--- config.mk ---
export PLATFORM = sky130hd
export DESIGN_NAME = jllt_rx_ctrl
export DESIGN_NICKNAME = d
export VERILOG_FILES = /design/src/design/jllt_pkg.sv /design/src/design/jllt_rx_ctrl.sv
export SDC_FILE = /design/constraint.sdc
export NUM_CORES = 1
export LEC_CHECK = 0
export BUFFER_PORTS_ARGS = -buffer_cell sky130_fd_sc_hd__buf_2
export CAP_MARGIN = 10
export CORE_MARGIN = 1
export CORE_UTILIZATION = 63
export DETAILED_ROUTE_END_ITERATION = 6
export GPL_ROUTABILITY_DRIVEN = 0
export GPL_TIMING_DRIVEN = 0
export HOLD_SLACK_MARGIN = 0.12
export PLACE_DENSITY_LB_ADDON = 0.25
export SYNTH_ARGS = -nofsm -noshare
export SYNTH_HDL_FRONTEND = slang
export SYNTH_SLANG_ARGS = --single-unit
export TNS_END_PERCENT = 20
--- constraint.sdc ---
create_clock -name i_sys_clk -period 4.81 [get_ports i_sys_clk]
set_input_delay 0 -clock i_sys_clk [delete_from_list [all_inputs] [get_ports i_sys_clk]]
set_output_delay 0 -clock i_sys_clk [all_outputs]
set_load 0.1 [all_outputs]
--- src/design/jllt_pkg.sv ---
// Purpose: shared constants and types for the 8b/10b link receive controller
// Assumes: characters arrive already decoded from the 10-bit line code
// Notes: control characters are flagged by is_k beside the octet value
package jllt_pkg;

    // ************************************************************
    // control characters (octet value with is_k set)
    // ************************************************************
    localparam logic [7:0] CHAR_COMMA = 8'hBC;   // K28.5
    localparam logic [7:0] CHAR_ILAS_START = 8'h1C;   // K28.0
    localparam logic [7:0] CHAR_MF_ALIGN = 8'h7C;   // K28.3
    localparam logic [7:0] CHAR_FR_ALIGN = 8'hFC;   // K28.7

    // ************************************************************
    // link bring-up and monitoring counts
    // ************************************************************
    localparam int CGS_COMMAS = 4;
    localparam int ILAS_MULTIFRAMES = 4;
    localparam int K_MAX = 256;
    localparam int FK_MAX = 1024;
    localparam int FK_MIN = 17;

    // ************************************************************
    // types
    // ************************************************************
    typedef struct packed {
        logic is_k;
        logic [7:0] octet;
    } jllt_char_t;

    typedef enum logic [2:0] {
        ST_WAIT_SYSREF = 3'h0,
        ST_CGS = 3'h1,
        ST_SYNC_REL = 3'h2,
        ST_ILAS = 3'h3,
        ST_DATA = 3'h4
    } jllt_state_t;

endpackage

--- src/design/jllt_rx_ctrl.sv ---
// Purpose: 8b/10b link receive controller facing a converter transmitter
// Assumes: lane characters decoded and on i_sys_clk, one per lane per cycle
// Notes: i_sysref is a pin and is synchronised before use
// Contract
// - frames per multiframe K lies in ceil(17/F)..min(256, floor(1024/F))
// - each end resets its multiframe counter on captured sysref
// - continuous sysref runs at multiframe rate or an integer division
// - receiver drives sync low to request link start after sysref
// - code group sync declared after four consecutive K28.5 characters
// - after code group sync, release sync at next multiframe edge
// - lanes buffered from first K28.0, released together at safe point
// - unscrambled: alignment character replaced by previous frame-last octet
// - scrambled: K28.7 restored to FC and K28.3 to 7C
// - alignment characters must sit at frame or multiframe end
// - error flagged when alignment characters misplaced or missing
// - on misalignment drop sync and ask for sysref again first; code does so only at the ERR_LIMIT-th alignment error in the data state
module jllt_rx_ctrl #(
    parameter int LANES = 2,
    parameter int F = 2,
    parameter int K = 16,
    parameter int BUF_DEPTH = 64,
    parameter int ERR_LIMIT = 4
) (
    input wire logic i_sys_clk,
    input wire logic i_rstn,
    input wire logic i_sysref,
    input wire logic i_scramble_enable,
    input wire jllt_pkg::jllt_char_t [LANES-1:0] i_rx_char,
    output logic o_sync_n,
    output logic o_sysref_req,
    output logic o_link_up,
    output logic o_valid,
    output logic [LANES-1:0][7:0] o_data,
    output logic o_frame_end,
    output logic o_mf_end,
    output logic o_align_err
);

    // ************************************************************
    // elaboration checks
    // ************************************************************
    localparam int FK = F * K;
    localparam int LW = $clog2(FK);
    localparam int PW = $clog2(BUF_DEPTH);
    localparam int OW = (F > 1) ? $clog2(F) : 1;
    localparam int KW = $clog2(K);
    localparam int EW = $clog2(ERR_LIMIT + 1);

    initial begin
        if (F < 1 || K > jllt_pkg::K_MAX || FK > jllt_pkg::FK_MAX ||
            FK < jllt_pkg::FK_MIN) begin
            $error("frames per multiframe out of range");
        end
        if (BUF_DEPTH < FK || (1 << PW) != BUF_DEPTH || LANES < 1 ||
            K < 2 || ERR_LIMIT < 1) begin
            $error("unsupported buffer or lane parameters");
        end
    end

    localparam logic [LW-1:0] FK_LAST = LW'(FK - 1);
    localparam logic [OW-1:0] F_LAST = OW'(F - 1);
    localparam logic [KW-1:0] K_LAST = KW'(K - 1);
    localparam logic [1:0] ILAS_LAST = 2'(jllt_pkg::ILAS_MULTIFRAMES - 1);
    localparam logic [EW-1:0] ERR_LAST = EW'(ERR_LIMIT - 1);

    // ************************************************************
    // sysref capture and local multiframe counter
    // ************************************************************
    logic sysref_meta_r;
    logic sysref_sync_r;
    logic sysref_prev_r;
    logic sysref_rise;
    logic [LW-1:0] lmfc_cnt_r, lmfc_cnt_nxt;
    logic lmfc_valid_r, lmfc_valid_nxt;
    logic lmfc_edge;

    always_ff @(posedge i_sys_clk) begin
        if (!i_rstn) begin
            sysref_meta_r <= 1'b0;
            sysref_sync_r <= 1'b0;
            sysref_prev_r <= 1'b0;
        end else begin
            sysref_meta_r <= i_sysref;
            sysref_sync_r <= sysref_meta_r;
            sysref_prev_r <= sysref_sync_r;
        end
    end

    assign sysref_rise = sysref_sync_r & ~sysref_prev_r;
    assign lmfc_edge = lmfc_valid_r && (lmfc_cnt_r == '0);

    // ************************************************************
    // link state
    // ************************************************************
    jllt_pkg::jllt_state_t state_r, state_nxt;
    logic sync_n_r, sync_n_nxt;
    logic sysref_req_r, sysref_req_nxt;
    logic released_r, released_nxt;
    logic [PW-1:0] rd_ptr_r, rd_ptr_nxt;
    logic [OW-1:0] oct_r, oct_nxt;
    logic [KW-1:0] frm_r, frm_nxt;
    logic [1:0] ilas_mf_r, ilas_mf_nxt;
    logic [EW-1:0] err_cnt_r, err_cnt_nxt;
    logic end_frame;
    logic end_mf;
    logic in_data;
    logic [LANES-1:0] cgs_ok;
    logic [LANES-1:0] started;
    logic [LANES-1:0] lane_err;
    logic [LANES-1:0][7:0] lane_out;

    assign end_frame = (oct_r == F_LAST);
    assign end_mf = end_frame && (frm_r == K_LAST);
    assign in_data = (state_r == jllt_pkg::ST_DATA);

    always_comb begin
        state_nxt = state_r;
        sync_n_nxt = sync_n_r;
        sysref_req_nxt = 1'b0;
        released_nxt = released_r;
        rd_ptr_nxt = rd_ptr_r;
        oct_nxt = oct_r;
        frm_nxt = frm_r;
        ilas_mf_nxt = ilas_mf_r;
        err_cnt_nxt = err_cnt_r;
        lmfc_valid_nxt = lmfc_valid_r;
        lmfc_cnt_nxt = (lmfc_cnt_r == FK_LAST) ? '0 : lmfc_cnt_r + 1'b1;
        if (sysref_rise) begin
            lmfc_cnt_nxt = '0;
            lmfc_valid_nxt = 1'b1;
        end
        if (released_r) begin
            rd_ptr_nxt = rd_ptr_r + 1'b1;
            oct_nxt = end_frame ? '0 : oct_r + 1'b1;
            if (end_frame) begin
                frm_nxt = end_mf ? '0 : frm_r + 1'b1;
            end
        end
        unique case (state_r)
            jllt_pkg::ST_WAIT_SYSREF: begin
                released_nxt = 1'b0;
                if (lmfc_valid_r) begin
                    state_nxt = jllt_pkg::ST_CGS;
                    sync_n_nxt = 1'b0;
                end
            end
            jllt_pkg::ST_CGS: begin
                sync_n_nxt = 1'b0;
                if (&cgs_ok) begin
                    state_nxt = jllt_pkg::ST_SYNC_REL;
                end
            end
            jllt_pkg::ST_SYNC_REL: begin
                if (lmfc_edge) begin
                    state_nxt = jllt_pkg::ST_ILAS;
                    sync_n_nxt = 1'b1;
                end
            end
            jllt_pkg::ST_ILAS: begin
                if (!released_r && (&started) && lmfc_edge) begin
                    released_nxt = 1'b1;
                    rd_ptr_nxt = '0;
                    oct_nxt = '0;
                    frm_nxt = '0;
                    ilas_mf_nxt = '0;
                end
                if (released_r && end_mf) begin
                    ilas_mf_nxt = ilas_mf_r + 1'b1;
                    if (ilas_mf_r == ILAS_LAST) begin
                        state_nxt = jllt_pkg::ST_DATA;
                        err_cnt_nxt = '0;
                    end
                end
            end
            jllt_pkg::ST_DATA: begin
                if (|lane_err) begin
                    err_cnt_nxt = err_cnt_r + 1'b1;
                    if (err_cnt_r == ERR_LAST) begin
                        state_nxt = jllt_pkg::ST_WAIT_SYSREF;
                        sync_n_nxt = 1'b0;
                        sysref_req_nxt = 1'b1;
                        lmfc_valid_nxt = 1'b0;
                        released_nxt = 1'b0;
                    end
                end
            end
        endcase
        if (state_nxt == jllt_pkg::ST_WAIT_SYSREF &&
            state_r != jllt_pkg::ST_WAIT_SYSREF) begin
            lmfc_cnt_nxt = '0;
        end
    end

    always_ff @(posedge i_sys_clk) begin
        if (!i_rstn) begin
            state_r <= jllt_pkg::ST_WAIT_SYSREF;
            sync_n_r <= 1'b1;
            sysref_req_r <= 1'b0;
            released_r <= 1'b0;
            rd_ptr_r <= '0;
            oct_r <= '0;
            frm_r <= '0;
            ilas_mf_r <= '0;
            err_cnt_r <= '0;
            lmfc_cnt_r <= '0;
            lmfc_valid_r <= 1'b0;
        end else begin
            state_r <= state_nxt;
            sync_n_r <= sync_n_nxt;
            sysref_req_r <= sysref_req_nxt;
            released_r <= released_nxt;
            rd_ptr_r <= rd_ptr_nxt;
            oct_r <= oct_nxt;
            frm_r <= frm_nxt;
            ilas_mf_r <= ilas_mf_nxt;
            err_cnt_r <= err_cnt_nxt;
            lmfc_cnt_r <= lmfc_cnt_nxt;
            lmfc_valid_r <= lmfc_valid_nxt;
        end
    end

    // ************************************************************
    // per-lane sync, elastic buffer and alignment monitor
    // ************************************************************
    for (genvar l = 0; l < LANES; l++) begin : g_lane
        jllt_pkg::jllt_char_t mem [BUF_DEPTH];
        jllt_pkg::jllt_char_t rx;
        jllt_pkg::jllt_char_t rd;
        logic [2:0] comma_r, comma_nxt;
        logic start_r, start_nxt;
        logic [PW-1:0] wr_ptr_r, wr_ptr_nxt;
        logic wr_en;
        logic [7:0] last_r, last_nxt;
        logic last_ok_r, last_ok_nxt;
        logic is_f;
        logic is_a;
        logic err;
        logic [7:0] outv;
        logic buffering;

        assign rx = i_rx_char[l];
        assign rd = mem[rd_ptr_r];
        assign buffering = (state_r == jllt_pkg::ST_ILAS) || in_data;
        assign is_f = rd.is_k && (rd.octet == jllt_pkg::CHAR_FR_ALIGN);
        assign is_a = rd.is_k && (rd.octet == jllt_pkg::CHAR_MF_ALIGN);

        always_comb begin
            comma_nxt = '0;
            if (rx.is_k && rx.octet == jllt_pkg::CHAR_COMMA) begin
                comma_nxt = (comma_r == 3'(jllt_pkg::CGS_COMMAS)) ?
                    comma_r : comma_r + 3'h1;
            end
            start_nxt = start_r;
            if (!buffering) begin
                start_nxt = 1'b0;
            end else if (rx.is_k && rx.octet == jllt_pkg::CHAR_ILAS_START) begin
                start_nxt = 1'b1;
            end
            wr_en = buffering && start_nxt;
            wr_ptr_nxt = wr_en ? wr_ptr_r + 1'b1 : '0;
        end

        always_comb begin
            outv = rd.octet;
            err = 1'b0;
            last_nxt = last_r;
            last_ok_nxt = in_data && last_ok_r;
            if (i_scramble_enable) begin
                if (is_f) begin
                    outv = jllt_pkg::CHAR_FR_ALIGN;
                    err = !end_frame;
                end else if (is_a) begin
                    outv = jllt_pkg::CHAR_MF_ALIGN;
                    err = !end_mf;
                end else if (rd.is_k) begin
                    err = 1'b1;
                end else if (end_mf && rd.octet == jllt_pkg::CHAR_MF_ALIGN) begin
                    err = 1'b1;
                end else if (end_frame &&
                             rd.octet == jllt_pkg::CHAR_FR_ALIGN) begin
                    err = 1'b1;
                end
            end else begin
                if (is_f) begin
                    outv = last_r;
                    err = !end_frame || end_mf || !last_ok_r;
                end else if (is_a) begin
                    outv = last_r;
                    err = !end_mf || !last_ok_r;
                end else if (rd.is_k) begin
                    err = 1'b1;
                end else if (end_frame && last_ok_r && rd.octet == last_r) begin
                    err = 1'b1;
                end
            end
            if (in_data && end_frame) begin
                last_nxt = outv;
                last_ok_nxt = 1'b1;
            end
            if (!in_data) begin
                err = 1'b0;
            end
        end

        assign lane_err[l] = err;
        assign lane_out[l] = outv;
        assign cgs_ok[l] = (comma_r == 3'(jllt_pkg::CGS_COMMAS));
        assign started[l] = start_r;

        always_ff @(posedge i_sys_clk) begin
            if (wr_en) begin
                mem[wr_ptr_r] <= rx;
            end
        end

        always_ff @(posedge i_sys_clk) begin
            if (!i_rstn) begin
                comma_r <= '0;
                start_r <= 1'b0;
                wr_ptr_r <= '0;
                last_r <= '0;
                last_ok_r <= 1'b0;
            end else begin
                comma_r <= comma_nxt;
                start_r <= start_nxt;
                wr_ptr_r <= wr_ptr_nxt;
                last_r <= last_nxt;
                last_ok_r <= last_ok_nxt;
            end
        end
    end

    // ************************************************************
    // registered data outputs
    // ************************************************************
    always_ff @(posedge i_sys_clk) begin
        if (!i_rstn) begin
            o_valid <= 1'b0;
            o_data <= '0;
            o_frame_end <= 1'b0;
            o_mf_end <= 1'b0;
            o_align_err <= 1'b0;
        end else begin
            o_valid <= in_data;
            o_data <= in_data ? lane_out : '0;
            o_frame_end <= in_data && end_frame;
            o_mf_end <= in_data && end_mf;
            o_align_err <= |lane_err;
        end
    end

    assign o_sync_n = sync_n_r;
    assign o_sysref_req = sysref_req_r;
    assign o_link_up = in_data;

endmodule // jllt_rx_ctrl

-- After elaboration in Yosys (flattened, before gate mapping)
Memories as Yosys holds them, arrays and structs flattened. A register that Yosys moved wholly into a read port is not among the register bits.
Index checks and enable logic that the tools add are counted.
- register bits after elaboration: 89
- RAM bits: 1152
- input port bits: 22
- word-level logic and storage cells: 215
- memories: 2
- memories (name ; words ; width ; rd ports ; clocked after Yosys merged registers in ; write ports ; RTL line ; source):
    g_lane[0].mem ; 64 ; 9 ; 1 ; 1 ; 1 ; jllt_rx_ctrl.sv:226 ; jllt_pkg::jllt_char_t mem [BUF_DEPTH];
    g_lane[1].mem ; 64 ; 9 ; 1 ; 1 ; 1 ; jllt_rx_ctrl.sv:226 ;
- $add $sub $neg: 10
- equality and inequality tests: 27
- multiplexer cells: 82
- bitwise logic cells: 3
- reductions and logical operators: 61
- operator list (operator ; count):
    two-way mux 8 bit ; 10
    two-way mux 1 bit ; 46
    == test 8 bit, second input constant ; 4
    two-way mux 3 bit ; 10
    two-way mux 6 bit ; 5
    logical AND 1 bit ; 28
    two-way mux 4 bit ; 5
    adder 6 x 1 -> 6 bit, second input constant ; 3
    == test 8 x 5 -> 1 bit, second input constant ; 2
    == test 8 x 7 -> 1 bit, second input constant ; 2
    == test 8 bit ; 2
    AND reduction 2 bit ; 8
    one-hot mux 3 bit (5 select lines) ; 1
    != test 2 bit, second input constant ; 5
    adder 3 x 1 -> 3 bit, second input constant ; 3
    == test 3 x 2 -> 1 bit, second input constant ; 3
    == test 3 bit, second input constant ; 3
    AND reduction 4 bit ; 2
    logical NOT 3 bit ; 2
    logical OR 1 bit ; 6
    one-hot mux 3 bit (2 select lines) ; 1
    nonzero test 3 bit ; 2
    adder 5 x 1 -> 5 bit, second input constant ; 1
    == test 5 bit, second input constant ; 1
    20 further kinds ; 28

-- Logic depth before layout (Yosys ltp)
Gate-level depths: netlist of the first run.
- depth after elaboration: 15
- gate-level depth with buffers: 19
- gate-level depth less buffers: 11

-- Worst setup path before layout of the first run
Ideal clock, no wire load.
- path kind: reg2reg
- start point: reg rd_ptr_r[0] (netlist name)
- end point: reg lmfc_cnt_r[0]
- setup time: 0.091 ns
- arrival: 3.387 ns
- data required time: 4.719 ns
- path slack: 1.332 ns
- cell stages (with the launch flop): 17
- path buffers: 5
- clock period less this slack: 3.478 ns
- path through: dfxtp_1 > buf_6 > buf_12 > buf_6 > buf_4 > mux4_2 > o22ai_1 > a211oi_1 > o22a_1 > a211oi_2 > o21a_1 > o211ai_1 > o31a_1 > a31oi_4 > nand2_2 > buf_6 > a311oi_1
- RTL lines (element ; RTL line ; source):
    to (signal assigned) ; jllt_rx_ctrl.sv:217 ; lmfc_cnt_r <= lmfc_cnt_nxt;
    to (decl) ; jllt_rx_ctrl.sv:73 ; logic [LW-1:0] lmfc_cnt_r, lmfc_cnt_nxt;

==> flow_metrics.env, run 1 <==
export IMPL_r2r_setup_slack_ps=-100
export IMPL_fin_crit_period_ps=4910
export IMPL_ys_async_sr_fraction=0
export IMPL_core_area_sq_um=77600
export IMPL_final_antenna_net_count=0
export IMPL_setup_worst_path_end_class="flop"
export IMPL_drv_max_cap_violation_count=0
export IMPL_fp_dieH_microns=282
export IMPL_placement_row_count=102
export IMPL_hold_class="in2reg"
export IMPL_worstReg2RegEnd="lmfc_cnt_r[3]"
export IMPL_layout_cells_most_common_list="1,152 x edfxtp_1, 232 x nor2_1, 171 x mux4_2, 171 x mux2i_1, 137 x nand2_1"
export IMPL_timing_critical_path_arrival_ps=5530
export IMPL_synth_edf_count=1152
export IMPL_floorplan_die_area_sq_um=79600
export IMPL_wire_length_of_the_first_global_routing_pass_microns=203000
export IMPL_regToRegStartpoint="rd_ptr_r[1]"
export IMPL_path_max_fanout=10
export IMPL_seq_area_frac_synth=0.735
export IMPL_postSynthCellCount=2695
export IMPL_unrepaired_setup_endpoints_after_global_routing="yes"
export IMPL_clock_sinks=1241
export IMPL_layout_commonest_cell="edfxtp_1"
export IMPL_synthFlopType="edfxtp_1"
export IMPL_finalCoreUtilization=0.715
export IMPL_timing_final_crit_share=1.02
export IMPL_maximum_number_of_pins_on_one_net_before_global_route_repair=67
export IMPL_final_layout_size_suffix_gt1_frac=0.192
export IMPL_layout_setup_ws_ps=-101
export IMPL_timing_critical_path_required_ps=5430
export IMPL_yosys_area_top_type="edfxtp_1"
export IMPL_synth_distinct_cells=89
export IMPL_post_place_cells=3782
export IMPL_cp_start_kind="flop"
export IMPL_routed_via_count=29000
export IMPL_routed_wirelength_microns=147000
export IMPL_p_per_area_nw_per_um2=387
export IMPL_timing_worst_slew_pin_value_ps=1390
export IMPL_area_growth_syn_to_layout_pct=12.2
export IMPL_cts_tree="yes"
export IMPL_floorplan_die_width_microns=282
export IMPL_antenna_violations_before_repair=5
export IMPL_vias_per_cell=7.20
export IMPL_timing_clock_skew_ps=23.9
export IMPL_dp_final_hpwl_microns=92400
export IMPL_max_freq_mhz=204
export IMPL_pre_cts_ws_ps=-795
export IMPL_fin_worst_hold_slack_ps=123
export IMPL_hold_path_startpoint="i_rx_char[9]"
export IMPL_initial_drt_pass_iterations=7
export IMPL_fin_setup_tns_ps=-1120
export IMPL_timing_final_hold_violations=0
export IMPL_violations="design-rule violations, negative setup slack"
export IMPL_yosysWarnings=0
export IMPL_worst_skew_pair_later_pin_latency_ps=710
export IMPL_global_route_usage_total=0.373
export IMPL_leakagePower_nw=17.4
export IMPL_critPathKind="reg2reg"
export IMPL_rr_worst_depth=16
export IMPL_design_final_nets=2918
export IMPL_worst_vdd_drop_uv=416
export IMPL_min_path_cells=1
export IMPL_run_status="finished with violations"
export IMPL_synthDominantCellAreaShare=0.699
export IMPL_yosys_register_bits=1241
export IMPL_floorplan_io_pins=45
export IMPL_cts_buffers_inserted=118
export IMPL_netlist_area_sq_um=49500
export IMPL_finalSetupViolations=32
export IMPL_initial_core_util=0.637
export IMPL_average_routed_wire_per_standard_cell_microns=36.6
export IMPL_rel_slew_slack=0.0676
export IMPL_cts_htree_levels=3
export IMPL_grt_overflow_total=0
export IMPL_root_buffer_selected_by_cts="clkbuf_16"
export IMPL_max_clock_path_buffers=3
export IMPL_layout_cells_non_filler=4027
export IMPL_slew_violations=0
export IMPL_mappedNetlistNets=2731
export IMPL_drt_first_iter_violations=5289
export IMPL_post_route_drc_count=12
export IMPL_clk_pin_slew_worst_paths_ps=70
export IMPL_postSynthAreaPerCell_sq_um=18.4
export IMPL_holdPathEnd="g_lane[1].mem[27][0]"
export IMPL_first_global_vias=27700
export IMPL_synthTopCellsByArea="edfxtp_1 70%, mux4_2 7.8%, dfxtp_1 3.6%"
export IMPL_portBuffers=43
-- where the power goes --
part	leakage, nW	switching (mW)	internal, mW
clock network	1.90	4.06	5.39
logic	4.40	0.197	0.0340
registers	11.1	0.00382	11.8
total	17.4	4.26	17.2
-- cell usage after synthesis, drive strengths merged, types with 4 or more instances --
| cell type | count |
|---|---|
| nor4b | 5 |
| mux4 | 206 |
| a21oi | 48 |
| nand4 | 9 |
| nand2 | 138 |
| ha | 14 |
| mux2i | 173 |
| a311oi | 6 |
| xnor2 | 19 |
| nand3b | 7 |
| nor3 | 24 |
| a22o | 6 |
| a221oi | 16 |
| edfxtp | 1152 |
| o31ai | 8 |
| o21ai | 32 |
| a2111oi | 7 |
| xor2 | 15 |
| a22oi | 78 |
| mux2 | 17 |
| buf | 92 |
| inv | 25 |
| a211oi | 21 |
| nand2b | 6 |
| nand3 | 39 |
| o221a | 6 |
| dfxtp | 89 |
| or3b | 4 |
| o211ai | 9 |
| or3 | 7 |
| clkbuf | 56 |
| o211a | 4 |
| o22ai | 11 |
| and2 | 12 |
| and3 | 8 |
| a31oi | 14 |
| nor4 | 8 |
| nor2 | 234 |
| nor2b | 20 |
-- what timing repair did --
action | in CTS | in global routing
pin swaps | 3 | 8
hold endpoints to repair | 204 | 362
setup buffers | 0 | 2
setup endpoints to repair | 46 | 139
hold buffers | 8 | 6
resized for setup | 51 | 52
-- logic make-up (layout without fill, tap and decap cells) --
logic type                 Yosys count  in the layout  share of synthesized area
adders and majority gates           14             14                    0.00354
xor gates and xnor gates            34             34                    0.00602
buffers and inverters              175            465                     0.0264
and+or+nand+nor                    537            537                     0.0489
muxes                              396            396                      0.135
DFF                               1241           1241                      0.735
other                                0              2                          0
AOI/OAI and AO/OA                  298            298                     0.0442
-- worst max-delay path by stage --
stage	start	to	slack (ps)	cells past startpoint
floorplan	rd_ptr_r[0]	lmfc_cnt_r[0]	1330	16
global route	i_rx_char[11]	g_lane[1].mem[38][8]	-290	9
CTS	rd_ptr_r[0]	lmfc_cnt_r[3]	6	18
finish	rd_ptr_r[1]	lmfc_cnt_r[3]	-100	16
global placement	rd_ptr_r[1]	lmfc_cnt_r[2]	-1120	12
detailed placement	rd_ptr_r[2]	lmfc_cnt_r[2]	-790	16
-- worst max-delay path, stage by stage (launching register included) --
cell and delay (ps):
dfxtp_1 530, buf_4 300, buf_4 330, buf_6 260, buf_4 290, buf_6 270, mux2i_4 360, a22oi_1 210
o211ai_1 400, o22ai_2 280, a21boi_1 220, o221a_2 200, a31oi_1 80, a211oi_2 460, nand2_2 110, buf_6 170
a311oi_1 290
-- sequential cells by signal, indices dropped and copies added (netlist names), 4 cells and up --
signal	count
g_lane.mem	1152
g_lane.last_r	16
o_data	16
g_lane.wr_ptr_r	12
g_lane.comma_r	6
rd_ptr_r	6
lmfc_cnt_r	5
frm_r	4
-- through the flow --
| step | power (mW) | cell area (sq um) |
|---|---|---|
| 6_report | 21.5 | 55500 |
| 5_1_grt | 21.8 | 55500 |
| 4_1_cts | 21.4 | 55200 |
| 3_5_place_dp | 12.2 | 51000 |
| 3_3_place_gp | 12.2 | 51000 |
| 2_1_floorplan | 12.0 | 49500 |
-- final cells by class --
cell class | count | area (sq um)
antenna | 2 | 5.00
fill | 4688 | 22100
multi-input combinational | 1279 | 12000
clock buffer | 146 | 3110
sequential | 1241 | 36400
buffer | 145 | 1310
timing repair buffer | 70 | 573
tap | 1040 | 1300
inverter | 27 | 101
clock inverter | 77 | 787
-- metal layers --
metal	global-route usage	vias to the layer above	routed length, microns
met5	0	-	30
met4	0.234	4	11100
met3	0.0984	598	19200
met2	0.566	2664	67000
met1	0.487	14500	50000
li1	-	11200	-
Power figures use the tool's default switching activity.
==> run 2: changes to the inputs <==
Settings changed: CELL_PAD_IN_SITES_DETAIL_PLACEMENT set to 1, CELL_PAD_IN_SITES_GLOBAL_PLACEMENT set to 2, CORE_UTILIZATION 63 to 49.
==> run 2 against run 1 <==
Against the previous run:
- the run ends with negative setup slack left
- non-clock buffer count up 26
- combinational power up 9.1%
- worst hold slack worse by 17 ps
- register-to-register slack better by 80 ps
- final cell count up 7.2%
- count of clock-buffer cells in the layout up 24
- clock power up 2.1%
- global-route usage down 5.3 points
- first-iteration DRC count down 25%
==> flow_metrics.env, run 2 (synthesized netlist as in run 1, its figures left out) <==
export IMPL_portBuffers=43
export IMPL_timing_critical_path_cells="clkbuf_4, clkbuf_8, buf_2, buf_4, mux4_2, mux2i_1, a22oi_1, o211ai_1, o22ai_4, a21boi_1, o221a_2, a31oi_1, a211oi_2, nand2_2, buf_6, a311oi_1"
export IMPL_antenna_violations_before_repair=4
export IMPL_cts_buffers_inserted=132
export IMPL_initial_core_util=0.495
export IMPL_rel_slew_slack=0.121
export IMPL_drv_max_cap_violation_count=0
export IMPL_first_global_vias=28500
export IMPL_max_clock_path_buffers=3
export IMPL_routed_wirelength_microns=163000
export IMPL_critPathTopFamily="compound AO/OA/AOI/OAI gates"
export IMPL_design_final_nets=2958
export IMPL_run_status="finished with violations"
export IMPL_global_route_usage_total=0.320
export IMPL_layout_top_registers="g_lane.mem: 1152 flops, g_lane.last_r: 16 flops, o_data: 16 flops"
export IMPL_timing_final_crit_share=1.00
export IMPL_worst_vdd_drop_uv=296
export IMPL_root_buffer_selected_by_cts="clkbuf_16"
export IMPL_placement_row_count=116
export IMPL_timing_critical_path_arrival_ps=5450
export IMPL_post_route_drc_count=0
export IMPL_fin_worst_hold_slack_ps=107
export IMPL_final_antenna_net_count=0
export IMPL_critPathMaxStageDelay_ps=460
export IMPL_filler_cell_count=8831
export IMPL_average_routed_wire_per_standard_cell_microns=37.8
export IMPL_fin_setup_tns_ps=-16.9
export IMPL_registers_top_by_ff_count="g_lane.mem"
export IMPL_floorplan_io_pins=45
export IMPL_unrepaired_setup_endpoints_after_global_routing="yes"
export IMPL_fin_crit_period_ps=4830
export IMPL_layout_cells_non_filler=4315
export IMPL_clk_pin_slew_worst_paths_ps=60
export IMPL_layout_commonest_cell="edfxtp_1"
export IMPL_critical_path_buf_inv_count=5
export IMPL_fp_dieH_microns=320
export IMPL_cts_tree="yes"
export IMPL_area_growth_syn_to_layout_pct=14.0
export IMPL_grt_overflow_total=0
export IMPL_dp_final_hpwl_microns=105000
export IMPL_wire_length_of_the_first_global_routing_pass_microns=224000
export IMPL_layout_setup_ws_ps=-16.9
export IMPL_cp_start_kind="flop"
export IMPL_timing_worst_slew_pin_value_ps=1310
export IMPL_maximum_number_of_pins_on_one_net_before_global_route_repair=67
export IMPL_initial_drt_pass_iterations=6
export IMPL_core_area_sq_um=100000
export IMPL_floorplan_die_width_microns=320
export IMPL_leakagePower_nw=17.6
export IMPL_cts_htree_levels=4
export IMPL_clock_sinks=1241
export IMPL_cp_slowest_cell="dfxtp_1"
export IMPL_layout_cells_most_common_list="1,152 x edfxtp_1, 221 x nor2_1, 173 x mux2i_1"
export IMPL_timing_final_hold_violations=0
export IMPL_post_place_cells=4043
export IMPL_drt_first_iter_violations=3950
export IMPL_routed_via_count=28600
export IMPL_worst_skew_pair_later_pin_latency_ps=760
export IMPL_pre_cts_ws_ps=-1490
export IMPL_largest_register_ff_count=1152
export IMPL_hold_class="in2reg"
export IMPL_critPathKind="reg2reg"
export IMPL_p_per_area_nw_per_um2=385
export IMPL_slew_violations=0
export IMPL_finalSetupViolations=1
export IMPL_violations="negative setup slack"
export IMPL_vias_per_cell=6.63
export IMPL_floorplan_die_area_sq_um=102000
export IMPL_max_freq_mhz=207
export IMPL_final_layout_size_suffix_gt1_frac=0.203
export IMPL_setup_worst_path_end_class="flop"
export IMPL_path_max_fanout=10
export IMPL_timing_critical_path_required_ps=5440
export IMPL_timing_clock_skew_ps=34.3
## run 2: what timing repair did
| action | CTS | global route |
|---|---|---|
| hold endpoints to repair | 542 | 323 |
| pin swaps | 4 | 7 |
| gates resized for setup | 76 | 56 |
| buffers inserted | 2 | 0 |
| setup endpoints to repair | 46 | 218 |
| hold buffers | 17 | 5 |
## run 2: final cells by class
type	instances	area [sq um]	share of cell area
flip-flops and latches	1241	36400	0.645
clock inverters	58	438	0.00777
multi-input cells	1279	12100	0.214
diodes	1	2.50	0.0000444
repair buffers	97	951	0.0169
inverters	27	101	0.00180
well taps	1298	1620	0.0288
clock buffers	170	3530	0.0626
plain buffers	144	1300	0.0231
## run 2: worst paths after layout
check	from	endpoint	slack (ps)	cells past startpoint
setup / recovery	rd_ptr_r[2]	lmfc_cnt_r[0]	-20	16
hold / removal	i_rx_char[8]	g_lane[0].mem[16][8]	110	1
setup reg to reg	rd_ptr_r[2]	lmfc_cnt_r[0]	-20	16
hold reg to reg	sysref_meta_r	sysref_sync_r	450	1
## run 2: power by group
group	internal, mW	switching [mW]
Combinational	0.0482	0.204
Clock	5.48	4.17
Sequential	11.8	0.00411
Total	17.3	4.38
## run 2: through the flow
stage / utilization / instance area [sq um] / total power, mW
after floorplan: - / 49500 / 12.0
after global placement: 0.513 / 51300 / 12.2
after detailed placement: 0.514 / 51400 / 12.2
after CTS: 0.558 / 55800 / 21.7
after global routing: 0.564 / 56400 / 22.1
final: 0.564 / 56400 / 21.7
## run 2: routing by layer
layer / vias up / GRT usage / wire length (microns)
li1: 11300 / - / -
met1: 15200 / 0.438 / 63900
met2: 1751 / 0.498 / 76400
met3: 330 / 0.0786 / 16600
met4: 2 / 0.124 / 6130
met5: - / 0 / 13
